**config.mk**
```make
export PLATFORM = sky130hd
export DESIGN_NAME = pwp_packer
export DESIGN_NICKNAME = d
export VERILOG_FILES = /design/src/verilog/pwp_pkg.sv /design/src/verilog/pwp_lut.sv /design/src/verilog/pwp_packer.sv
export SDC_FILE = /design/constraint.sdc
export NUM_CORES = 1
export LEC_CHECK = 0
export BUFFER_PORTS_ARGS = -buffer_cell sky130_fd_sc_hd__buf_2
export CORE_ASPECT_RATIO = 0.6
export CORE_UTILIZATION = 45
export CTS_CLUSTER_SIZE = 40
export DETAILED_ROUTE_END_ITERATION = 12
export PLACE_DENSITY = 0.62
export SETUP_SLACK_MARGIN = 0.4
export SLEW_MARGIN = 25
export SYNTH_ARGS = -nofsm -noshare
export SYNTH_HDL_FRONTEND = slang
export SYNTH_SLANG_ARGS = --single-unit
```
**constraint.sdc**
```tcl
create_clock -name clk -period 4.6 [get_ports clk]
set_input_delay 0.46 -clock clk [delete_from_list [all_inputs] [get_ports clk]]
set_output_delay 0.46 -clock clk [all_outputs]
set_load 0.005 [all_outputs]
```
**src/verilog/pwp_pkg.sv**
```systemverilog
// Package for the pixel write packer: widths, codes, carriers
package pwp_pkg;
  localparam int BYTE_W  = 8;
  localparam int PIX_W   = 12;
  localparam int NIB_W   = 4;
  localparam int LUT_LEN = 20;   // Colour table bytes: 8 red, 8 green, 4 blue
  localparam int RG_LEN  = 8;
  localparam logic [7:0] CMD_MEM_WRITE  = 8'h2c;
  localparam logic [7:0] CMD_COLOUR_SET = 8'h2d;
  localparam logic [1:0] PH_FIRST  = 2'h0;
  localparam logic [1:0] PH_SECOND = 2'h1;
  localparam logic [1:0] PH_THIRD  = 2'h2;
  localparam logic [4:0] LUT_LAST  = 5'h13;

  typedef enum logic [1:0] {
    PWP_IDLE  = 2'b00,
    PWP_WRITE = 2'b01,
    PWP_TABLE = 2'b10
  } pwp_mode_e;

  // One byte from the host port, data or command
  typedef struct packed {
    logic       valid;
    logic       data_command_select;
    logic [7:0] value;
  } pwp_byte_s;

  // One pixel toward display memory
  typedef struct packed {
    logic        valid;
    logic [11:0] rgb;
  } pwp_pix_s;
endpackage

```
**src/verilog/pwp_lut.sv**
```systemverilog
// Colour table for 8-bit mode: loaded bytes, 332 expansion to 12 bits
`timescale 1ns/1ps
`default_nettype none
module pwp_lut #(
  parameter int DEPTH = pwp_pkg::LUT_LEN
) (
  input  wire logic       clk,
  input  wire logic       arst_n,
  input  wire logic       load,
  input  wire logic [4:0] load_idx,
  input  wire logic [7:0] load_val,
  input  wire logic [7:0] pix_in,
  output logic [11:0]     pix_out
);
  logic [3:0] table_mem [DEPTH];

  // Low nibble of each colour-table byte holds the level
  always_ff @(posedge clk or negedge arst_n) begin
    if (!arst_n) begin
      for (int i = 0; i < DEPTH; i++) table_mem[i] <= 4'h0;
    end else if (load) begin
      table_mem[load_idx] <= load_val[3:0];
    end
  end

  // Red 3 bits, green 3 bits, blue 2 bits index three sub-tables
  always_comb begin
    pix_out = {table_mem[{2'h0, pix_in[7:5]}],
               table_mem[5'(pwp_pkg::RG_LEN) + {2'h0, pix_in[4:2]}],
               table_mem[5'(2 * pwp_pkg::RG_LEN) + {3'h0, pix_in[1:0]}]};
  end
endmodule
`default_nettype wire

```
**src/verilog/pwp_packer.sv**
```systemverilog
// Pixel write packer: host display bytes to 12-bit display memory words
`timescale 1ns/1ps
`default_nettype none
// Bytes are taken on a rising edge with valid high; the pixel word
// follows one cycle after the byte that completes it
module pwp_packer (
  input  wire logic              clk,
  input  wire logic              arst_n,
  input  wire logic              mode_8bit,
  input  wire pwp_pkg::pwp_byte_s host_byte,
  output pwp_pkg::pwp_pix_s      pix,
  output logic                   table_busy
);
  typedef struct packed {
    pwp_pkg::pwp_mode_e mode;
    logic [1:0]         phase;
    logic [3:0]         hold_r;
    logic [3:0]         hold_g;
    logic [4:0]         lut_idx;
    pwp_pkg::pwp_pix_s  pix;
  } pwp_state_s;

  // Registered state, its next image and per-byte helpers
  pwp_state_s         st;
  pwp_state_s         next_st;
  logic [11:0]        lut_pix;
  logic               lut_load;
  logic               is_data;
  logic               is_cmd;
  logic               table_end;
  logic [3:0]         hi;
  logic [3:0]         lo;
  logic [11:0]        even_rgb;
  logic [11:0]        odd_rgb;
  pwp_pkg::pwp_mode_e cmd_mode;

  // Reset image: idle, first byte of a group expected, no pixel pending
  localparam pwp_state_s ST_RESET = '{
    mode:    pwp_pkg::PWP_IDLE,
    phase:   pwp_pkg::PH_FIRST,
    hold_r:  4'h0,
    hold_g:  4'h0,
    lut_idx: 5'h00,
    pix:     '{valid: 1'b0, rgb: 12'h000}
  };

  // Field positions inside a host byte
  localparam int HI_MSB = pwp_pkg::BYTE_W - 1;
  localparam int HI_LSB = pwp_pkg::BYTE_W - pwp_pkg::NIB_W;
  localparam int LO_MSB = pwp_pkg::NIB_W - 1;

  // Upper nibble: the first colour carried by each byte
  function automatic logic [3:0] f_hi_nibble(input logic [7:0] b);
    return b[HI_MSB:HI_LSB];
  endfunction

  // Lower nibble: the second colour carried by each byte
  function automatic logic [3:0] f_lo_nibble(input logic [7:0] b);
    return b[LO_MSB:0];
  endfunction

  // Command to mode; unknown commands park it so stray data is refused
  function automatic pwp_pkg::pwp_mode_e f_cmd_mode(input logic [7:0] code);
    pwp_pkg::pwp_mode_e m;
    if (code == pwp_pkg::CMD_MEM_WRITE) begin
      m = pwp_pkg::PWP_WRITE;
    end else if (code == pwp_pkg::CMD_COLOUR_SET) begin
      m = pwp_pkg::PWP_TABLE;
    end else begin
      m = pwp_pkg::PWP_IDLE;
    end
    return m;
  endfunction

  // Even pixel: red and green held from byte one, blue from byte two
  function automatic logic [11:0] f_pack_even(input logic [3:0] r,
                                              input logic [3:0] g,
                                              input logic [7:0] b);
    logic [3:0] blue;
    blue = f_hi_nibble(b);
    return {r, g, blue};
  endfunction

  // Odd pixel: red held from byte two, green and blue are byte three
  function automatic logic [11:0] f_pack_odd(input logic [3:0] r,
                                             input logic [7:0] gb);
    logic [3:0] green;
    logic [3:0] blue;
    green = f_hi_nibble(gb);
    blue  = f_lo_nibble(gb);
    return {r, green, blue};
  endfunction

  // Position in the three-byte group after one more data byte
  function automatic logic [1:0] f_next_phase(input logic [1:0] ph);
    logic [1:0] nxt;
    case (ph)
      pwp_pkg::PH_FIRST:  nxt = pwp_pkg::PH_SECOND;
      pwp_pkg::PH_SECOND: nxt = pwp_pkg::PH_THIRD;
      default:            nxt = pwp_pkg::PH_FIRST;
    endcase
    return nxt;
  endfunction

  // Last table slot; loading stops there so extra bytes cannot wrap
  function automatic logic f_table_end(input logic [4:0] idx);
    return idx == pwp_pkg::LUT_LAST;
  endfunction

  // Next colour-table slot while loading
  function automatic logic [4:0] f_lut_next(input logic [4:0] idx);
    return idx + 5'h01;
  endfunction

  // Data and command bytes arrive from the one host port through one path
  assign is_data   = host_byte.valid && host_byte.data_command_select;
  assign is_cmd    = host_byte.valid && !host_byte.data_command_select;
  assign hi        = f_hi_nibble(host_byte.value);
  assign lo        = f_lo_nibble(host_byte.value);
  assign lut_load  = is_data && (st.mode == pwp_pkg::PWP_TABLE);
  assign table_end = f_table_end(st.lut_idx);
  assign cmd_mode  = f_cmd_mode(host_byte.value);

  // Pixel words ready to commit, from held nibbles and this byte
  assign even_rgb  = f_pack_even(st.hold_r, st.hold_g, host_byte.value);
  assign odd_rgb   = f_pack_odd(st.hold_r, host_byte.value);

  pwp_lut #(
    .DEPTH (pwp_pkg::LUT_LEN)
  ) u_lut (
    .clk      (clk),
    .arst_n   (arst_n),
    .load     (lut_load),
    .load_idx (st.lut_idx),
    .load_val (host_byte.value),
    .pix_in   (host_byte.value),
    .pix_out  (lut_pix)
  );

  // Command tracking and byte packing: one next-state image per cycle
  always_comb begin
    next_st           = st;
    next_st.pix.valid = 1'b0;  // Strobe lasts one cycle
    if (is_cmd) begin
      // Any command restarts grouping; partial pixel dropped
      next_st.phase   = pwp_pkg::PH_FIRST;
      next_st.lut_idx = 5'h00;
      next_st.mode    = cmd_mode;
    end else if (is_data) begin
      case (st.mode)
        pwp_pkg::PWP_TABLE: begin
          // Colour table fill, one slot per data byte
          if (table_end) begin
            next_st.mode = pwp_pkg::PWP_IDLE;
          end else begin
            next_st.lut_idx = f_lut_next(st.lut_idx);
          end
        end
        pwp_pkg::PWP_WRITE: begin
          if (mode_8bit) begin
            // One byte, one pixel, through the colour table
            next_st.pix.valid = 1'b1;
            next_st.pix.rgb   = lut_pix;
          end else begin
            // Group position advances on every data byte
            next_st.phase = f_next_phase(st.phase);
            case (st.phase)
              pwp_pkg::PH_FIRST: begin
                // Even red and green wait for blue; nothing written
                next_st.hold_r = hi;
                next_st.hold_g = lo;
              end
              pwp_pkg::PH_SECOND: begin
                // Even pixel complete; keep the odd pixel's red
                next_st.pix.valid = 1'b1;
                next_st.pix.rgb   = even_rgb;
                next_st.hold_r    = lo;
              end
              default: begin
                // Odd pixel complete; the group is closed
                next_st.pix.valid = 1'b1;
                next_st.pix.rgb   = odd_rgb;
              end
            endcase
          end
        end
        pwp_pkg::PWP_IDLE: begin
          // Data without a memory write command is refused
          next_st.phase = st.phase;
        end
        default: begin
          // Unused mode code: hold everything
          next_st.phase = st.phase;
        end
      endcase
    end
  end

  // State register; reset also abandons any table load in progress
  always_ff @(posedge clk or negedge arst_n) begin
    if (!arst_n) begin
      st <= ST_RESET;
    end else begin
      st <= next_st;
    end
  end

  assign pix        = st.pix;
  assign table_busy = (st.mode == pwp_pkg::PWP_TABLE);
endmodule
`default_nettype wire

```
* Yosys cells after proc, flatten, opt, wreduce, memory -nomap -nowiden
Index checks and enable logic that the tools add are counted.
Storage, ports and cells: flip-flop bits (word level) 110, logic and storage cells 98, bits of input ports 13, output and inout port bits 14
Operators by class: mux-type cells 31, bitwise logic cells 6, eq/ne operators 9, reduce and logical (&&, ||, !) cells 17, $lt $le $gt $ge 5, $add $sub $neg 3
Operator list (count):
- bitwise mux 80 bit | 1
- binary-select mux 4 bit (select 5 bit) | 3
- two-way mux 13 bit | 3
- two-way mux 4 bit | 9
- two-way mux 30 bit | 1
- one-hot mux 13 bit (2 select lines) | 1
- greater-or-equal comparator 6 bit (second input constant) | 4
- demux 4 bit (select 5 bit) | 1
- inverter 5 -> 6 bit | 3
- equality test 8 x 6 -> 1 bit (second input constant) | 2
- two-way mux 5 bit | 3
- two-way mux 10 bit | 1
- two-way mux 2 bit | 5
- AND reduction 5 bit | 2
- nonzero test 2 bit | 5
- AND reduction 3 bit | 3
- two-way mux 8 bit | 1
- one-hot mux 4 bit (2 select lines) | 1
- less-than comparator 6 x 1 -> 1 bit (second input constant) | 1
- inverter 3 -> 6 bit | 1
- adder 4 x 3 -> 5 bit (first input constant) | 1
- adder 5 x 1 -> 5 bit (second input constant) | 1
- adder 5 x 2 -> 5 bit (first input constant) | 1
- equality test 5 bit (second input constant) | 1
- 10 further kinds | 16

* Logic depth before layout (Yosys ltp)
depth in word-level cells 9, gate-level depth with buffers 6, mapped depth without buffers 5

* Modules after synthesis
A second synthesis with hierarchy kept.
Second synthesis, totals: cell total of the unflattened synthesis 410, area, all modules 5529.1 µm²
By module, submodules not included:
- pwp_lut | times used 1, area each 3697.3 µm², seq. area each 2001.9 µm², cells an instance 230
- pwp_packer | times used 1, area each 1831.8 µm², seq. area each 750.7 µm², cells an instance 180

* Worst setup path after synthesis
No wires, ideal clock.
path type input -> register, start in host_byte[9] in the netlist's numbering, end reg st (netlist bit even_rgb[5]), stages 6, buffers on the path 2, data arrival time 1586 ps, setup time 125 ps, data required time 4475 ps, slack 2889 ps, cells stage by stage buf_4 > nand4b_2 > or3_1 > buf_6 > nor2_8 > mux2_4
On the way: longest elaborated chain between the ends 3, elaborated cells between the ends (all ways) 4, those cells by class 1 x bitwise; 3 x reduce/logical
Ends and longest elaborated chain:
- start: declaration | RTL line pwp_packer.sv:10 | input wire pwp_pkg::pwp_byte_s host_byte,
- logical AND 1 bit | RTL line pwp_packer.sv:117 | assign is_cmd = host_byte.valid && !host_byte.data_command_select;
- inverter 1 bit (no line)
- AND reduction 5 bit (no line) *
- end signal: assignment | RTL line pwp_packer.sv:204 | st <= next_st;
- end: declaration | RTL line pwp_packer.sv:24 | pwp_state_s st;
Mark *: on every way between the ends. The rest lies on a longest branch, timed or not. A chain may end at the register's enable or synchronous reset.

* Worst setup path in the final report
start reg st[16] in the netlist's numbering, end reg u_lut.table_mem[39] in the netlist's numbering
On the way: longest elaborated chain between the ends 6, elaborated cells between the ends (all ways) 7, those cells by class 2 x order compare; 3 x mux; 1 x bitwise; 1 x reduce/logical
Ends and longest elaborated chain:
- inverter 5 -> 6 bit (implied by the code) * | RTL line pwp_lut.sv:22 | table_mem[load_idx] <= load_val[3:0];
- greater-or-equal comparator 6 bit (implied by the code) / less-than comparator 6 x 1 -> 1 bit (equally long branches) | RTL line pwp_lut.sv:22
- logical AND 1 bit (implied by the code) | RTL line pwp_lut.sv:22
- two-way mux 4 bit (implied by the code) | RTL line pwp_lut.sv:22
- demux 4 bit (select 5 bit) * | RTL line pwp_lut.sv:22
- bitwise mux 80 bit * | RTL line pwp_lut.sv:22
- end signal: indexed assignment | RTL line pwp_lut.sv:22
- end: declaration | RTL line pwp_lut.sv:15 | logic [3:0] table_mem [DEPTH];
Marks and branches as above.

==> run summary <==
Worst slack at placement - 2350 ps
Layout cells sized above 1 - 37.6%
Seq/Total Area, Yosys - 50.8%
DP HPWL - 8430 µm
Pin count of the biggest net entering global routing - 84
Wire length per cell - 21.2 µm
Synth cell count leaders - 110 x dfrtp_1, 86 x mux2_2, 30 x nand2_1
Core area - 11500 µm²
CP required - 4840 ps
Largest cells by area after synthesis - dfrtp_1 51%, mux2_2 18%, mux4_1 3.9%
Crit Path Max Fanout - 9
Initial Utilization - 47.0%
Outcome - finished, final reports clean
Clock sink count - 110
Die area - 12500 µm²
PwrDens - 326 nW/µm²
Vias/cell - 5.80
CP arrival - 2220 ps
Fin crit share - 43.2%
Number of flops mapped to enable cells by yosys - 0
Synth top area share - 50.8%
Peak Freq - 503 MHz
Peak VDD IR - 198 µV
DP Cell Count - 554
CTS Buffer Depth - 2
Die Ht - 87.0 µm
Nets - 423
Ys async rst share - 100%
Startpoint types - flip-flop
Initial antenna violation count - 0
Mapped cell area - 5410 µm²
Syn Area/Cell - 13.3 µm²
DRT antenna net count - 0
Drt first pass iters - 4
Synth cell types - 50
Die width - 144 µm
Post-synth top area cell - dfrtp_1
Setup bufs post-CTS - 0
Setup_tns - 0 ps
Worst skew pair latency - 350 ps
Vias in the first global route - 3296
Clk root buf - clkbuf_16
Tightest Pin Transition - 822 ps
Syn Nets - 424
CTS Buf Count - 9
Iter 0 DRT Violations - 235
Placer Congestion - 0.817
Non-filler cells, final - 570
Setup WS post-layout - 2610 ps
Global-route wire length before repair - 19400 µm
Clock slew at reported path FFs - 70 ps
Post-Synthesis Cells - 406
CTS tree - built
Pleak - 2.91 nW
Synthesis Warnings - 0
Wirelength, routed - 12100 µm
Placement Rows - 30
Post-CTS Hold Fix Bufs - 0
Max Cap Viol - 0
#FFs+latches synth - 110
Critical Path Sink Type - flip-flop
Fin crit period - 1990 ps
GRT overflow - 0
All-Layer GR Usage - 21.6%
Clock Skew - 4.26 ps
Post-CTS sizing - 0
Layout area overhead - 8.04%
Hold/Removal Path Class - primary input to asynchronous set/reset pin
RSZ-0062 raised after global routing - no
Final Setup Violations - 0
Count leader, synth - dfrtp_1
Residual DRC count - 0
Top-Level Pins - 27
H-tree depth - 3
Final Hold Fails - 0
WS Path Type - flip-flop to flip-flop
IO buf count - 26
Ys flop type - dfrtp_1
Vias - 3307
Rel. slew slack - 45.2%
Final slew viol count - 0
Antenna cells - 0
final timing paths:
check	endpoint	cells after the start	from	slack [ps]
setup / recovery	u_lut.table_mem[39]	3	st[16]	2610
hold / removal	pix[11]	1	arst_n	120
setup reg to reg	u_lut.table_mem[39]	3	st[16]	2610
hold reg to reg	pix[8]	1	pix[8]	480
max in group asynchronous	u_lut.table_mem[48]	2	arst_n	3630
min in group clk	pix[8]	1	pix[8]	480
cells in the final DEF (no fill, tap or decap), types with 2 or more instances in the layout:
| master | netlist | layout |
|---|---|---|
| nor2_1 | 10 | 10 |
| nor2b_1 | 2 | 2 |
| nand3_1 | 3 | 3 |
| a221o_2 | 2 | 2 |
| nor3b_1 | 4 | 4 |
| mux2i_1 | 10 | 10 |
| a221o_1 | 3 | 3 |
| mux2_2 | 86 | 86 |
| nand2_2 | 3 | 3 |
| a221oi_1 | 7 | 7 |
| nand2_1 | 30 | 30 |
| dfrtp_1 | 110 | 110 |
| mux4_1 | 8 | 8 |
| mux2_4 | 3 | 3 |
| buf_2 | 7 | 25 |
| a21o_1 | 5 | 5 |
| inv_1 | 9 | 9 |
| ha_1 | 5 | 5 |
| clkbuf_16 | 0 | 9 |
| o21ai_0 | 18 | 18 |
| and2_1 | 2 | 2 |
| a211oi_1 | 4 | 4 |
| nand4_1 | 2 | 2 |
| a32oi_1 | 3 | 3 |
| nand2b_1 | 2 | 2 |
| mux4_2 | 8 | 8 |
| clkinv_2 | 0 | 2 |
| o31ai_1 | 3 | 2 |
| bufinv_16 | 0 | 2 |
| a21oi_1 | 2 | 2 |
| and3_4 | 4 | 4 |
report_power, final:
part	switching, mW	total (mW)	leakage [nW]	internal [mW]
Clock	0.354	0.831	0.152	0.477
Sequential	0.00739	0.979	1.53	0.972
Combinational	0.0698	0.0972	1.23	0.0274
cells by family (layout without fill, tap and decap cells):
family,Yosys count,in the layout,synth area share (%)
multiplexers,116,116,28.0
flip-flops,110,110,50.8
AND/OR/NAND/NOR,72,72,7.70
AO/OA/AOI/OAI,54,54,7.23
buffers and inverters,49,53,5.08
adder cells (fa/ha/maj),5,5,1.16
critical path, cell delays in order, from the launching register on:
cell and delay [ps]:
dfrtp_1 540, nor3b_1 620, nand2_1 350, mux2_2 360
per-layer routing:
layer / vias up / wire, µm / track usage [%]
met5: - / 0 / 0
met4: 0 / 87 / 5.51
met2: 90 / 4990 / 29.8
met3: 10 / 782 / 6.27
li1: 1479 / - / -
met1: 1728 / 6240 / 32.9
through the flow:
stage,power (mW),instance area (µm²),utilization (%),hold slack [ps]
finish,1.91,5850,50.8,116
global route,1.97,5850,50.8,183
CTS,1.92,5850,50.7,317
detailed placement,1.10,5530,48.0,470
global placement,1.09,5520,47.9,460
floorplan,1.06,5410,-,164
area by class of cell:
cell class                      instances  area (µm²)
Clock buffer                           10         229
Clock inverter                          6        86.3
Fill cell                            1005        5670
Inverter                               10        37.5
Multi-Input combinational cell        247        2400
Sequential cell                       110        2750
Tap cell                              160         200
Timing Repair Buffer                   27         144
registers in the layout, summed over array words and instances (netlist names):
signal           cells
u_lut.table_mem     80
pix                 13
st                   9
even_rgb             8
Note: power is estimated with default switching activity, not from simulation.
